### src/verilog/ddsip_pkg.sv
/*
  constants shared by both ends of the dual dac serial input link.
  assumes a 100 MHz system clock on each end; the link clock is sampled.
*/
// How it works
// - frame select low; shift data on falling edges
// - host never drops select on clock fall
// - sixteenth falling edge applies the command
// - edges after sixteenth ignored until select high
// - host may hold or release select after
// - host keeps select high minimum time between
// - host parks select and data low idle
// - host sends zero as first bit
// - second bit selects the channel
// - two-bit operation field, four operations
// - ten data bits, straight binary, msb first
// - zero code zero volts, ones full scale
// - early select rise discards the whole frame
// - byte hosts send two bytes, select low
// - spi host uses polarity zero, phase one
// - rising-edge hosts invert their clock
// - operation 11 powers down, lead bits pick termination
// - power-down keeps both channel registers
// - reset clears registers, outputs held zero
package ddsip_pkg;
    localparam int FRAME_BITS = 16;             // bits per frame
    localparam int CODE_BITS = 10;              // dac resolution
    localparam int LEAD_POS = 15;               // first bit sent
    localparam int CHAN_POS = 14;               // channel select bit
    localparam int OP_HI_POS = 13;              // operation field high
    localparam int OP_LO_POS = 12;              // operation field low
    localparam int CODE_HI_POS = 11;            // top of dac code
    localparam int CODE_LO_POS = 2;             // bottom of dac code
    localparam logic [1:0] OP_WRITE = 2'h0;     // write, no update
    localparam logic [1:0] OP_WRITE_UPD = 2'h1; // write and update both
    localparam logic [1:0] OP_BOTH_UPD = 2'h2;  // write both and update
    localparam logic [1:0] OP_POWER_DOWN = 2'h3; // power down both
    localparam logic [1:0] TERM_HIZ = 2'h0;     // open outputs
    localparam logic [1:0] TERM_2K5 = 2'h1;     // 2.5 kohm to ground
    localparam logic [1:0] TERM_100K = 2'h2;    // 100 kohm to ground
    localparam int CLK_MHZ = 100;               // system clock rate
    localparam int SYNC_HIGH_NS = 10;           // least select high time
    localparam int SYNC_HIGH_CYC = (SYNC_HIGH_NS * CLK_MHZ + 999) / 1000; // rounded up
    localparam int HALF_PERIOD_CYC = 8;         // host link clock half period minus one
endpackage

### src/verilog/ddsip_if.sv
/*
  three-wire link between host and dac serial port.
  assumes both ends share the bench's system clock domain only loosely.
*/
`timescale 1ns/100ps
`default_nettype none
interface ddsip_if;
    logic sync_n;   // frame select, active low
    logic sclk;     // serial clock
    logic din;      // serial data
    modport host (output sync_n, output sclk, output din);
    modport dev (input sync_n, input sclk, input din);
endinterface
`default_nettype wire

### src/verilog/ddsip_dev.sv
/*
  device end: samples the link, shifts frames, holds both channel registers,
  outputs and power-down state. assumes sclk slower than clk/4.
*/
`timescale 1ns/100ps
`default_nettype none
module ddsip_dev (
    input wire logic clk,                   // system clock
    input wire logic rst_n,                 // sync reset, active low
    ddsip_if.dev link,                      // serial link
    output logic [9:0] code_a,              // first channel code driving output
    output logic [9:0] code_b,              // second channel code driving output
    output logic powered_down,              // both outputs powered down
    output logic [1:0] termination,         // power-down termination
    output logic frame_done                 // pulse when a frame applies
);
    logic [2:0] sync_s, sclk_s, din_s;      // two-stage synchronisers plus history
    logic [15:0] shreg;                     // input shift register
    logic [4:0] nbits;                      // falling edges seen this frame
    logic [9:0] reg_a, reg_b;               // channel registers
    logic fall, active;
    logic [15:0] w;                         // completed frame

    // synchronise pins; only stages 1 and 2 feed logic
    always_ff @(posedge clk) begin
        sync_s <= {sync_s[1:0], link.sync_n};
        sclk_s <= {sclk_s[1:0], link.sclk};
        din_s <= {din_s[1:0], link.din};
    end

    assign fall = sclk_s[2] & ~sclk_s[1];
    assign active = ~sync_s[1] & (nbits < 5'(ddsip_pkg::FRAME_BITS));
    assign w = {shreg[14:0], din_s[1]};

    // shifting and bit count
    always_ff @(posedge clk) begin
        if (!rst_n || sync_s[1]) begin
            nbits <= 5'h00;                 // high select aborts partial frame
            shreg <= 16'h0000;
        end else if (active && fall) begin
            shreg <= w;                     // msb first
            nbits <= nbits + 5'h01;
        end
    end

    // command execution on the sixteenth edge
    always_ff @(posedge clk) begin
        if (!rst_n) begin
            reg_a <= 10'h000;
            reg_b <= 10'h000;
            code_a <= 10'h000;
            code_b <= 10'h000;
            powered_down <= 1'b0;
            termination <= ddsip_pkg::TERM_HIZ;
            frame_done <= 1'b0;
        end else begin
            frame_done <= 1'b0;
            if (active && fall && nbits == 5'(ddsip_pkg::FRAME_BITS - 1)) begin
                frame_done <= 1'b1;
                case (w[ddsip_pkg::OP_HI_POS:ddsip_pkg::OP_LO_POS])
                    ddsip_pkg::OP_WRITE, ddsip_pkg::OP_WRITE_UPD: begin
                        // channel select and top ten code bits
                        if (w[ddsip_pkg::CHAN_POS]) begin
                            reg_b <= w[ddsip_pkg::CODE_HI_POS:ddsip_pkg::CODE_LO_POS];
                        end else begin
                            reg_a <= w[ddsip_pkg::CODE_HI_POS:ddsip_pkg::CODE_LO_POS];
                        end
                        if (w[ddsip_pkg::OP_LO_POS]) begin
                            // update both; the new value goes straight through
                            code_a <= w[ddsip_pkg::CHAN_POS] ? reg_a
                                : w[ddsip_pkg::CODE_HI_POS:ddsip_pkg::CODE_LO_POS];
                            code_b <= w[ddsip_pkg::CHAN_POS]
                                ? w[ddsip_pkg::CODE_HI_POS:ddsip_pkg::CODE_LO_POS] : reg_b;
                            powered_down <= 1'b0; // wake keeps old registers
                        end
                    end
                    ddsip_pkg::OP_BOTH_UPD: begin
                        reg_a <= w[ddsip_pkg::CODE_HI_POS:ddsip_pkg::CODE_LO_POS];
                        reg_b <= w[ddsip_pkg::CODE_HI_POS:ddsip_pkg::CODE_LO_POS];
                        code_a <= w[ddsip_pkg::CODE_HI_POS:ddsip_pkg::CODE_LO_POS];
                        code_b <= w[ddsip_pkg::CODE_HI_POS:ddsip_pkg::CODE_LO_POS];
                        powered_down <= 1'b0;
                    end
                    default: begin
                        // registers untouched while down
                        powered_down <= 1'b1;
                        termination <= w[ddsip_pkg::LEAD_POS:ddsip_pkg::CHAN_POS]
                            == 2'h3 ? ddsip_pkg::TERM_HIZ
                            : w[ddsip_pkg::LEAD_POS:ddsip_pkg::CHAN_POS];
                    end
                endcase
            end
        end
    end
    // code 0 is 0 V, code 3FF is full scale minus one lsb downstream
endmodule
`default_nettype wire

### src/flat_wrapper.sv
// flat-port wrapper written by rule: the top's interface ports become plain ports
module ddsip_dev_flat 
  (clk, rst_n, code_a, code_b, powered_down, termination, frame_done, link_sync_n, link_sclk, link_din);
  ddsip_if link_i ();
  input wire logic clk;
  input wire logic rst_n;
  output logic [9:0] code_a;
  output logic [9:0] code_b;
  output logic powered_down;
  output logic [1:0] termination;
  output logic frame_done;
  input wire logic [$bits(link_i.sync_n)-1:0] link_sync_n;
  input wire logic [$bits(link_i.sclk)-1:0] link_sclk;
  input wire logic [$bits(link_i.din)-1:0] link_din;
  assign link_i.sync_n = link_sync_n;
  assign link_i.sclk = link_sclk;
  assign link_i.din = link_din;
  ddsip_dev u_core (.clk(clk), .rst_n(rst_n), .link(link_i), .code_a(code_a), .code_b(code_b), .powered_down(powered_down), .termination(termination), .frame_done(frame_done));
endmodule
### config.mk
export PLATFORM = sky130hd
export DESIGN_NAME = ddsip_dev_flat
export DESIGN_NICKNAME = d
export VERILOG_FILES = /design/src/verilog/ddsip_pkg.sv /design/src/verilog/ddsip_if.sv /design/src/verilog/ddsip_dev.sv /design/src/flat_wrapper.sv
export SDC_FILE = /design/constraint.sdc
export NUM_CORES = 1
export LEC_CHECK = 0
export BUFFER_PORTS_ARGS = -buffer_cell sky130_fd_sc_hd__buf_2
export CAP_MARGIN = 20
export CORE_MARGIN = 2
export CORE_UTILIZATION = 57
export DETAILED_ROUTE_END_ITERATION = 16
export PLACE_DENSITY = 0.76
export SLEW_MARGIN = 15
export SYNTH_ARGS = -nofsm -noshare
export SYNTH_HDL_FRONTEND = slang
export SYNTH_SLANG_ARGS = --single-unit
### constraint.sdc
create_clock -name clk -period 2.3 [get_ports clk]
set_input_delay 0.115 -clock clk [delete_from_list [all_inputs] [get_ports clk]]
set_output_delay 0.115 -clock clk [all_outputs]
set_load 0.05 [all_outputs]
Yosys cells after proc, flatten, opt, wreduce, memory -nomap -nowiden
Index checks and enable logic that the tools add are counted.

Flip-flop bits (word level): 71. Input port bits: 5. Output and inout port bits: 24. Logic and storage cells: 48.

Add/sub/neg operators: 1. Order comparisons: 1. Eq/ne operators: 5. Mux-type cells: 12. Bitwise operators: 5. Reductions and logical operators: 12.

Operators with widths (number): case mux 10 bit (2 select lines) (4); 2-to-1 mux 10 bit (4); AND reduction 2 bit (3); adder 5 x 1 -> 5 bit, second input constant (1); equality test 5 x 4 -> 1 bit, second input constant (1); < comparator 5 bit, second input constant (1); equality test 2 bit, second input constant (2); inverter 1 bit (3); AND reduction 3 bit (1); OR reduction 3 bit (1); bitwise AND 1 bit (2); equality test 2 x 1 -> 1 bit, second input constant (1); logical AND 1 bit (2); zero test 2 bit (1); 2-to-1 mux 1 bit (2); 2-to-1 mux 2 bit (1); != test 2 x 1 -> 1 bit, second input constant (1); case mux 1 bit (2 select lines) (1); nonzero test 2 bit (1); OR reduction 2 bit (1); zero test 1 bit (1); logical OR 1 bit (1).

Longest topological paths before layout
Depth in word-level cells: 5. Gate-level depth with buffers: 7. Depth with buffers taken out: 6.

Least setup slack after synthesis
No wires, ideal clock.

Path kind: flip-flop to flip-flop. From: register u_core.nbits[0]. To: register u_core.code_a[0]. Setup time: 0.086 ns. Arrival: 1.603 ns. Data required time: 2.214 ns. Path slack: 0.611 ns. Stages on the path, launching flop included: 8. Buffers on the path: 1. Period minus slack after synthesis: 1.689 ns. Path through: dfxtp_1 ha_1 and3_1 ha_1 and2_1 and2_1 clkbuf_1 a211oi_1.

Longest elaborated chain between the ends: 5. Elaborated cells on any way between the ends: 6.

Ends and longest elaborated chain: start, declared (line ddsip_dev.sv:19) `logic [4:0] nbits;`; start signal, assigned (line ddsip_dev.sv:42) `nbits <= nbits + 5'h01;`; < comparator 5 bit (line ddsip_dev.sv:32) `assign active = ~sync_s[1] & (nbits < 5'(ddsip_pkg::FRAME_BITS));`; bitwise AND 1 bit (line ddsip_dev.sv:32); logical AND 1 bit (line ddsip_dev.sv:58) `if (active && fall && nbits == 5'(ddsip_pkg::FRAME_BITS - 1)) begin`; logical AND 1 bit (*) (line ddsip_dev.sv:58); AND reduction 3 bit (no source line) (*); end signal, assigned (line ddsip_dev.sv:70) `code_a <= w[ddsip_pkg::CHAN_POS] ? reg_a`; end signal, assigned (line ddsip_dev.sv:80) `code_a <= w[ddsip_pkg::CODE_HI_POS:ddsip_pkg::CODE_LO_POS];`; end, declared (line ddsip_dev.sv:11) `output logic [9:0] code_a,`.

Every way passes the cells marked *; elsewhere a longest branch is shown, timed or not. A chain may end at the register's enable or synchronous reset.

Worst setup path after layout
From: register u_core.nbits[0]. To: register u_core.code_b[2].

Longest elaborated chain between the ends: 5. Elaborated cells on any way between the ends: 6.

Ends and longest elaborated chain: < comparator 5 bit (line ddsip_dev.sv:32); bitwise AND 1 bit (line ddsip_dev.sv:32); logical AND 1 bit (line ddsip_dev.sv:58); logical AND 1 bit (*) (line ddsip_dev.sv:58); AND reduction 3 bit (no source line) (*); end signal, assigned (line ddsip_dev.sv:72) `code_b <= w[ddsip_pkg::CHAN_POS]`; end signal, assigned (line ddsip_dev.sv:81) `code_b <= w[ddsip_pkg::CODE_HI_POS:ddsip_pkg::CODE_LO_POS];`; end, declared (line ddsip_dev.sv:12) `output logic [9:0] code_b,`.

Marks and branches as above.

==> summary.json <==
{
  "antenna_cells": {"value": 0},
  "post_route_cells_drive_above_1_share": {"value": 16.0, "unit": "%"},
  "worst_r2r_startpoint": {"value": "u_core.nbits[0]"},
  "max_freq": {"value": 488, "unit": "MHz"},
  "row_count": {"value": 25},
  "global_route_wire_length_before_repair": {"value": 9240, "unit": "um"},
  "most_common_cell_in_the_netlist": {"value": "nand2_1"},
  "outcome": {"value": "finished, final reports clean"},
  "area_of_all_sequential_standard_cells": {"value": 1420, "unit": "um^2"},
  "resize_count_post_cts": {"value": 0},
  "numCtsBuffers": {"value": 9},
  "drt_pre_antenna_iters": {"value": 4},
  "htree_levels": {"value": 3},
  "synth.area.top_cells": {"value": "dfxtp_1 (51%), mux2i_1 (12%), nand2_1 (10%)"},
  "fin_tns_setup": {"value": 0, "unit": "ps"},
  "r2r_setup_slack": {"value": 250, "unit": "ps"},
  "placer_s_final_routability_congestion_estimate": {"value": 0.755},
  "worst-path-max-fanout": {"value": 20},
  "totalPowerFinal": {"value": 0.00235, "unit": "W"},
  "vias_in_the_first_global_route": {"value": 1968},
  "dp_hpwl": {"value": 3630, "unit": "um"},
  "worst_ep_required_time": {"value": 2480, "unit": "ps"},
  "netlist_top_cells_count": {"value": "nand2_1 (76), dfxtp_1 (71), a21oi_1 (38)"},
  "sinks_on_the_clock_net": {"value": 71},
  "grt_usage": {"value": 22.2, "unit": "%"},
  "route.detailed.vias_per_inst": {"value": 5.51},
  "design.portCount": {"value": 29},
  "worst_hold_class": {"value": "in -> reg"},
  "finalInstanceArea": {"value": 3240, "unit": "um^2"},
  "peakVddDrop": {"value": 615, "unit": "uV"},
  "async_reset_ff_share": {"value": 0, "unit": "%"},
  "drt_first_iter_violations": {"value": 192},
  "worst_hold_startpoint": {"value": "rst_n"},
  "routed_wl": {"value": 5530, "unit": "um"},
  "timing_worst_slew_pin_value": {"value": 752, "unit": "ps"},
  "finalCriticalPeriod": {"value": 2050, "unit": "ps"},
  "root_buffer": {"value": "clkbuf_8"},
  "power_density": {"value": 727, "unit": "nW/um^2"},
  "port_buffers": {"value": 28},
  "route.detailed.drc": {"value": 0},
  "finalNetCount": {"value": 343},
  "initial_utilization": {"value": 59.2, "unit": "%"},
  "dpl.cell_count": {"value": 386},
  "crit_path_end_kind": {"value": "register"},
  "synth_cell_types": {"value": 25},
  "worst_setup_path_startpoint": {"value": "u_core.nbits[0]"},
  "timing.final.crit_share": {"value": 89.0, "unit": "%"},
  "postLayoutSetupSlackWorst": {"value": 253, "unit": "ps"},
  "grt_overflow_total": {"value": 0},
  "route.detailed.wl_per_inst": {"value": 13.7, "unit": "um"},
  "yosys_register_bits": {"value": 71},
  "die-width": {"value": 74.0, "unit": "um"},
  "synthCells": {"value": 306},
  "worst_ep_arrival_time": {"value": 2230, "unit": "ps"},
  "flow.area_growth_from_synthesis": {"value": 15.7, "unit": "%"},
  "finalNonFillerCells": {"value": 404},
  "post_cts_buffers": {"value": 0},
  "synthesis.area_per_instance": {"value": 9.14, "unit": "um^2"},
  "clock_latency_at_the_later_pin_of_the_worst_skew_pair": {"value": 340, "unit": "ps"},
  "synth_edf_count": {"value": 0},
  "netlist.top_cell.by_area": {"value": "dfxtp_1"},
  "grt_max_degree": {"value": 32},
  "num-fill-cells": {"value": 367},
  "drv.max_cap_violation_count": {"value": 0},
  "timing.final.setup_violations": {"value": 0},
  "synth.cell_area": {"value": 2800, "unit": "um^2"},
  "clock_transition_at_path_regs": {"value": 70, "unit": "ps"},
  "via_count": {"value": 2225},
  "p_leak": {"value": 1.28, "unit": "nW"},
  "ys_seq_area_share": {"value": 50.8, "unit": "%"},
  "antenna_found_initial": {"value": 0},
  "post_synth_top_area_share": {"value": 50.8, "unit": "%"},
  "hold_viol_final": {"value": 0},
  "detail-route-antenna-nets": {"value": 0},
  "dpl-instance-area": {"value": 2990, "unit": "um^2"},
  "path_class": {"value": "reg -> reg"},
  "synth.yosys.warnings": {"value": 0},
  "core_region_area": {"value": 4720, "unit": "um^2"},
  "finClkSkew": {"value": 6.56, "unit": "ps"},
  "worst_slack_at_placement": {"value": 245, "unit": "ps"},
  "slew_headroom": {"value": 49.8, "unit": "%"},
  "unrepaired_setup_endpoints_after_global_routing": {"value": "no"},
  "cts_tree": {"value": "done"},
  "final-max-slew-violation-count": {"value": 0},
  "postSynthNetCount": {"value": 316},
  "synth-main-ff-cell": {"value": "dfxtp_1"},
  "multiInputGateArea": {"value": 1260, "unit": "um^2"},
  "die_area": {"value": 5480, "unit": "um^2"},
  "cts.path.max_buffers": {"value": 2},
  "die-height": {"value": 74.0, "unit": "um"},
  "timing.critical_path.from_type": {"value": "register"}
}
==> layer usage <==
metal  up-vias  GRT usage, %  share of wire [%]
met4         0          8.48                1.5
met5         -             0                  0
met3        10          6.78                4.3
met1      1052          28.7                 47
met2        55          35.2                 47
li1       1108             -                  -
==> metrics by stage <==
step	util (%)	hold slack (ps)
2_1_floorplan	-	143
3_3_place_gp	63.4	218
3_5_place_dp	63.4	219
4_1_cts	68.5	108
5_1_grt	68.5	115
6_report	68.5	111
==> what timing repair did <==
item	4_1_cts	5_1_grt
endpoints found under the hold margin	3	0
setup endpoints to repair	0	0
hold buffers	3	0
==> worst max-delay path: stages, from the launching register on <==
cell      delay [ps]
dfxtp_1          380
ha_1             180
and3_1           160
ha_1             240
and2_1           170
and2_1           580
a311oi_1         190
==> cells by family after synthesis <==
family | Yosys count | synth area share, %
AOI/OAI and AO/OA | 71 | 14.9
xor gates and xnor gates | 1 | 0.313
adders and majority gates | 5 | 2.24
buffers and inverters | 29 | 4.34
DFF | 71 | 50.8
muxes | 33 | 11.8
and+or+nand+nor | 96 | 15.5
==> power breakdown <==
group	switching (W)	leakage [nW]	total [W]	internal (W)
sequential	0.00000385	0.574	0.00124	0.00124
combinational	0.0000347	0.593	0.0000486	0.0000138
clock	0.000432	0.109	0.00106	0.000631
total	0.000471	1.28	0.00235	0.00188
==> sequential cells by signal, summed over array words and instances (netlist names), 2 cells and up <==
name                count
u_core.shreg           15
u_core.code_a          10
u_core.code_b          10
u_core.reg_a           10
u_core.reg_b           10
u_core.nbits            5
u_core.sclk_s           3
u_core.din_s            2
u_core.sync_s           2
u_core.termination      2
==> layout by cell type (no fill, tap or decap), drive strengths merged <==
cell         instances
dfxtp               71
o21ai               13
ha                   5
inv                  5
xnor2                1
nor2b                1
mux2i               33
dlygate4sd3          3
nand4b               1
nor2                 2
and2                 2
a211oi              10
a21oi               38
nand3                2
and3                 2
buf                 37
clkinv               2
or4b                 1
nand2               76
bufinv               2
a311oi              10
nand3b               3
nand2b               2
clkbuf              11
nor4b                2
or3                  2
==> area by class of cell <==
type | instances | area share [%]
clock buffer | 11 | 4.37
tap | 67 | 2.59
inverter | 5 | 0.580
clock inverter | 4 | 2.17
sequential | 71 | 43.9
timing repair buffer | 40 | 7.35
multi-input combinational | 206 | 39.0
==> path summary, 6_finish.rpt <==
check                         to  cells after the start
max             u_core.code_b[2]                      6
min reg2reg     u_core.sync_s[1]                      0
min          u_core.powered_down                      3
max reg2reg     u_core.code_b[2]                      6
(Power assumes the default switching activity.)
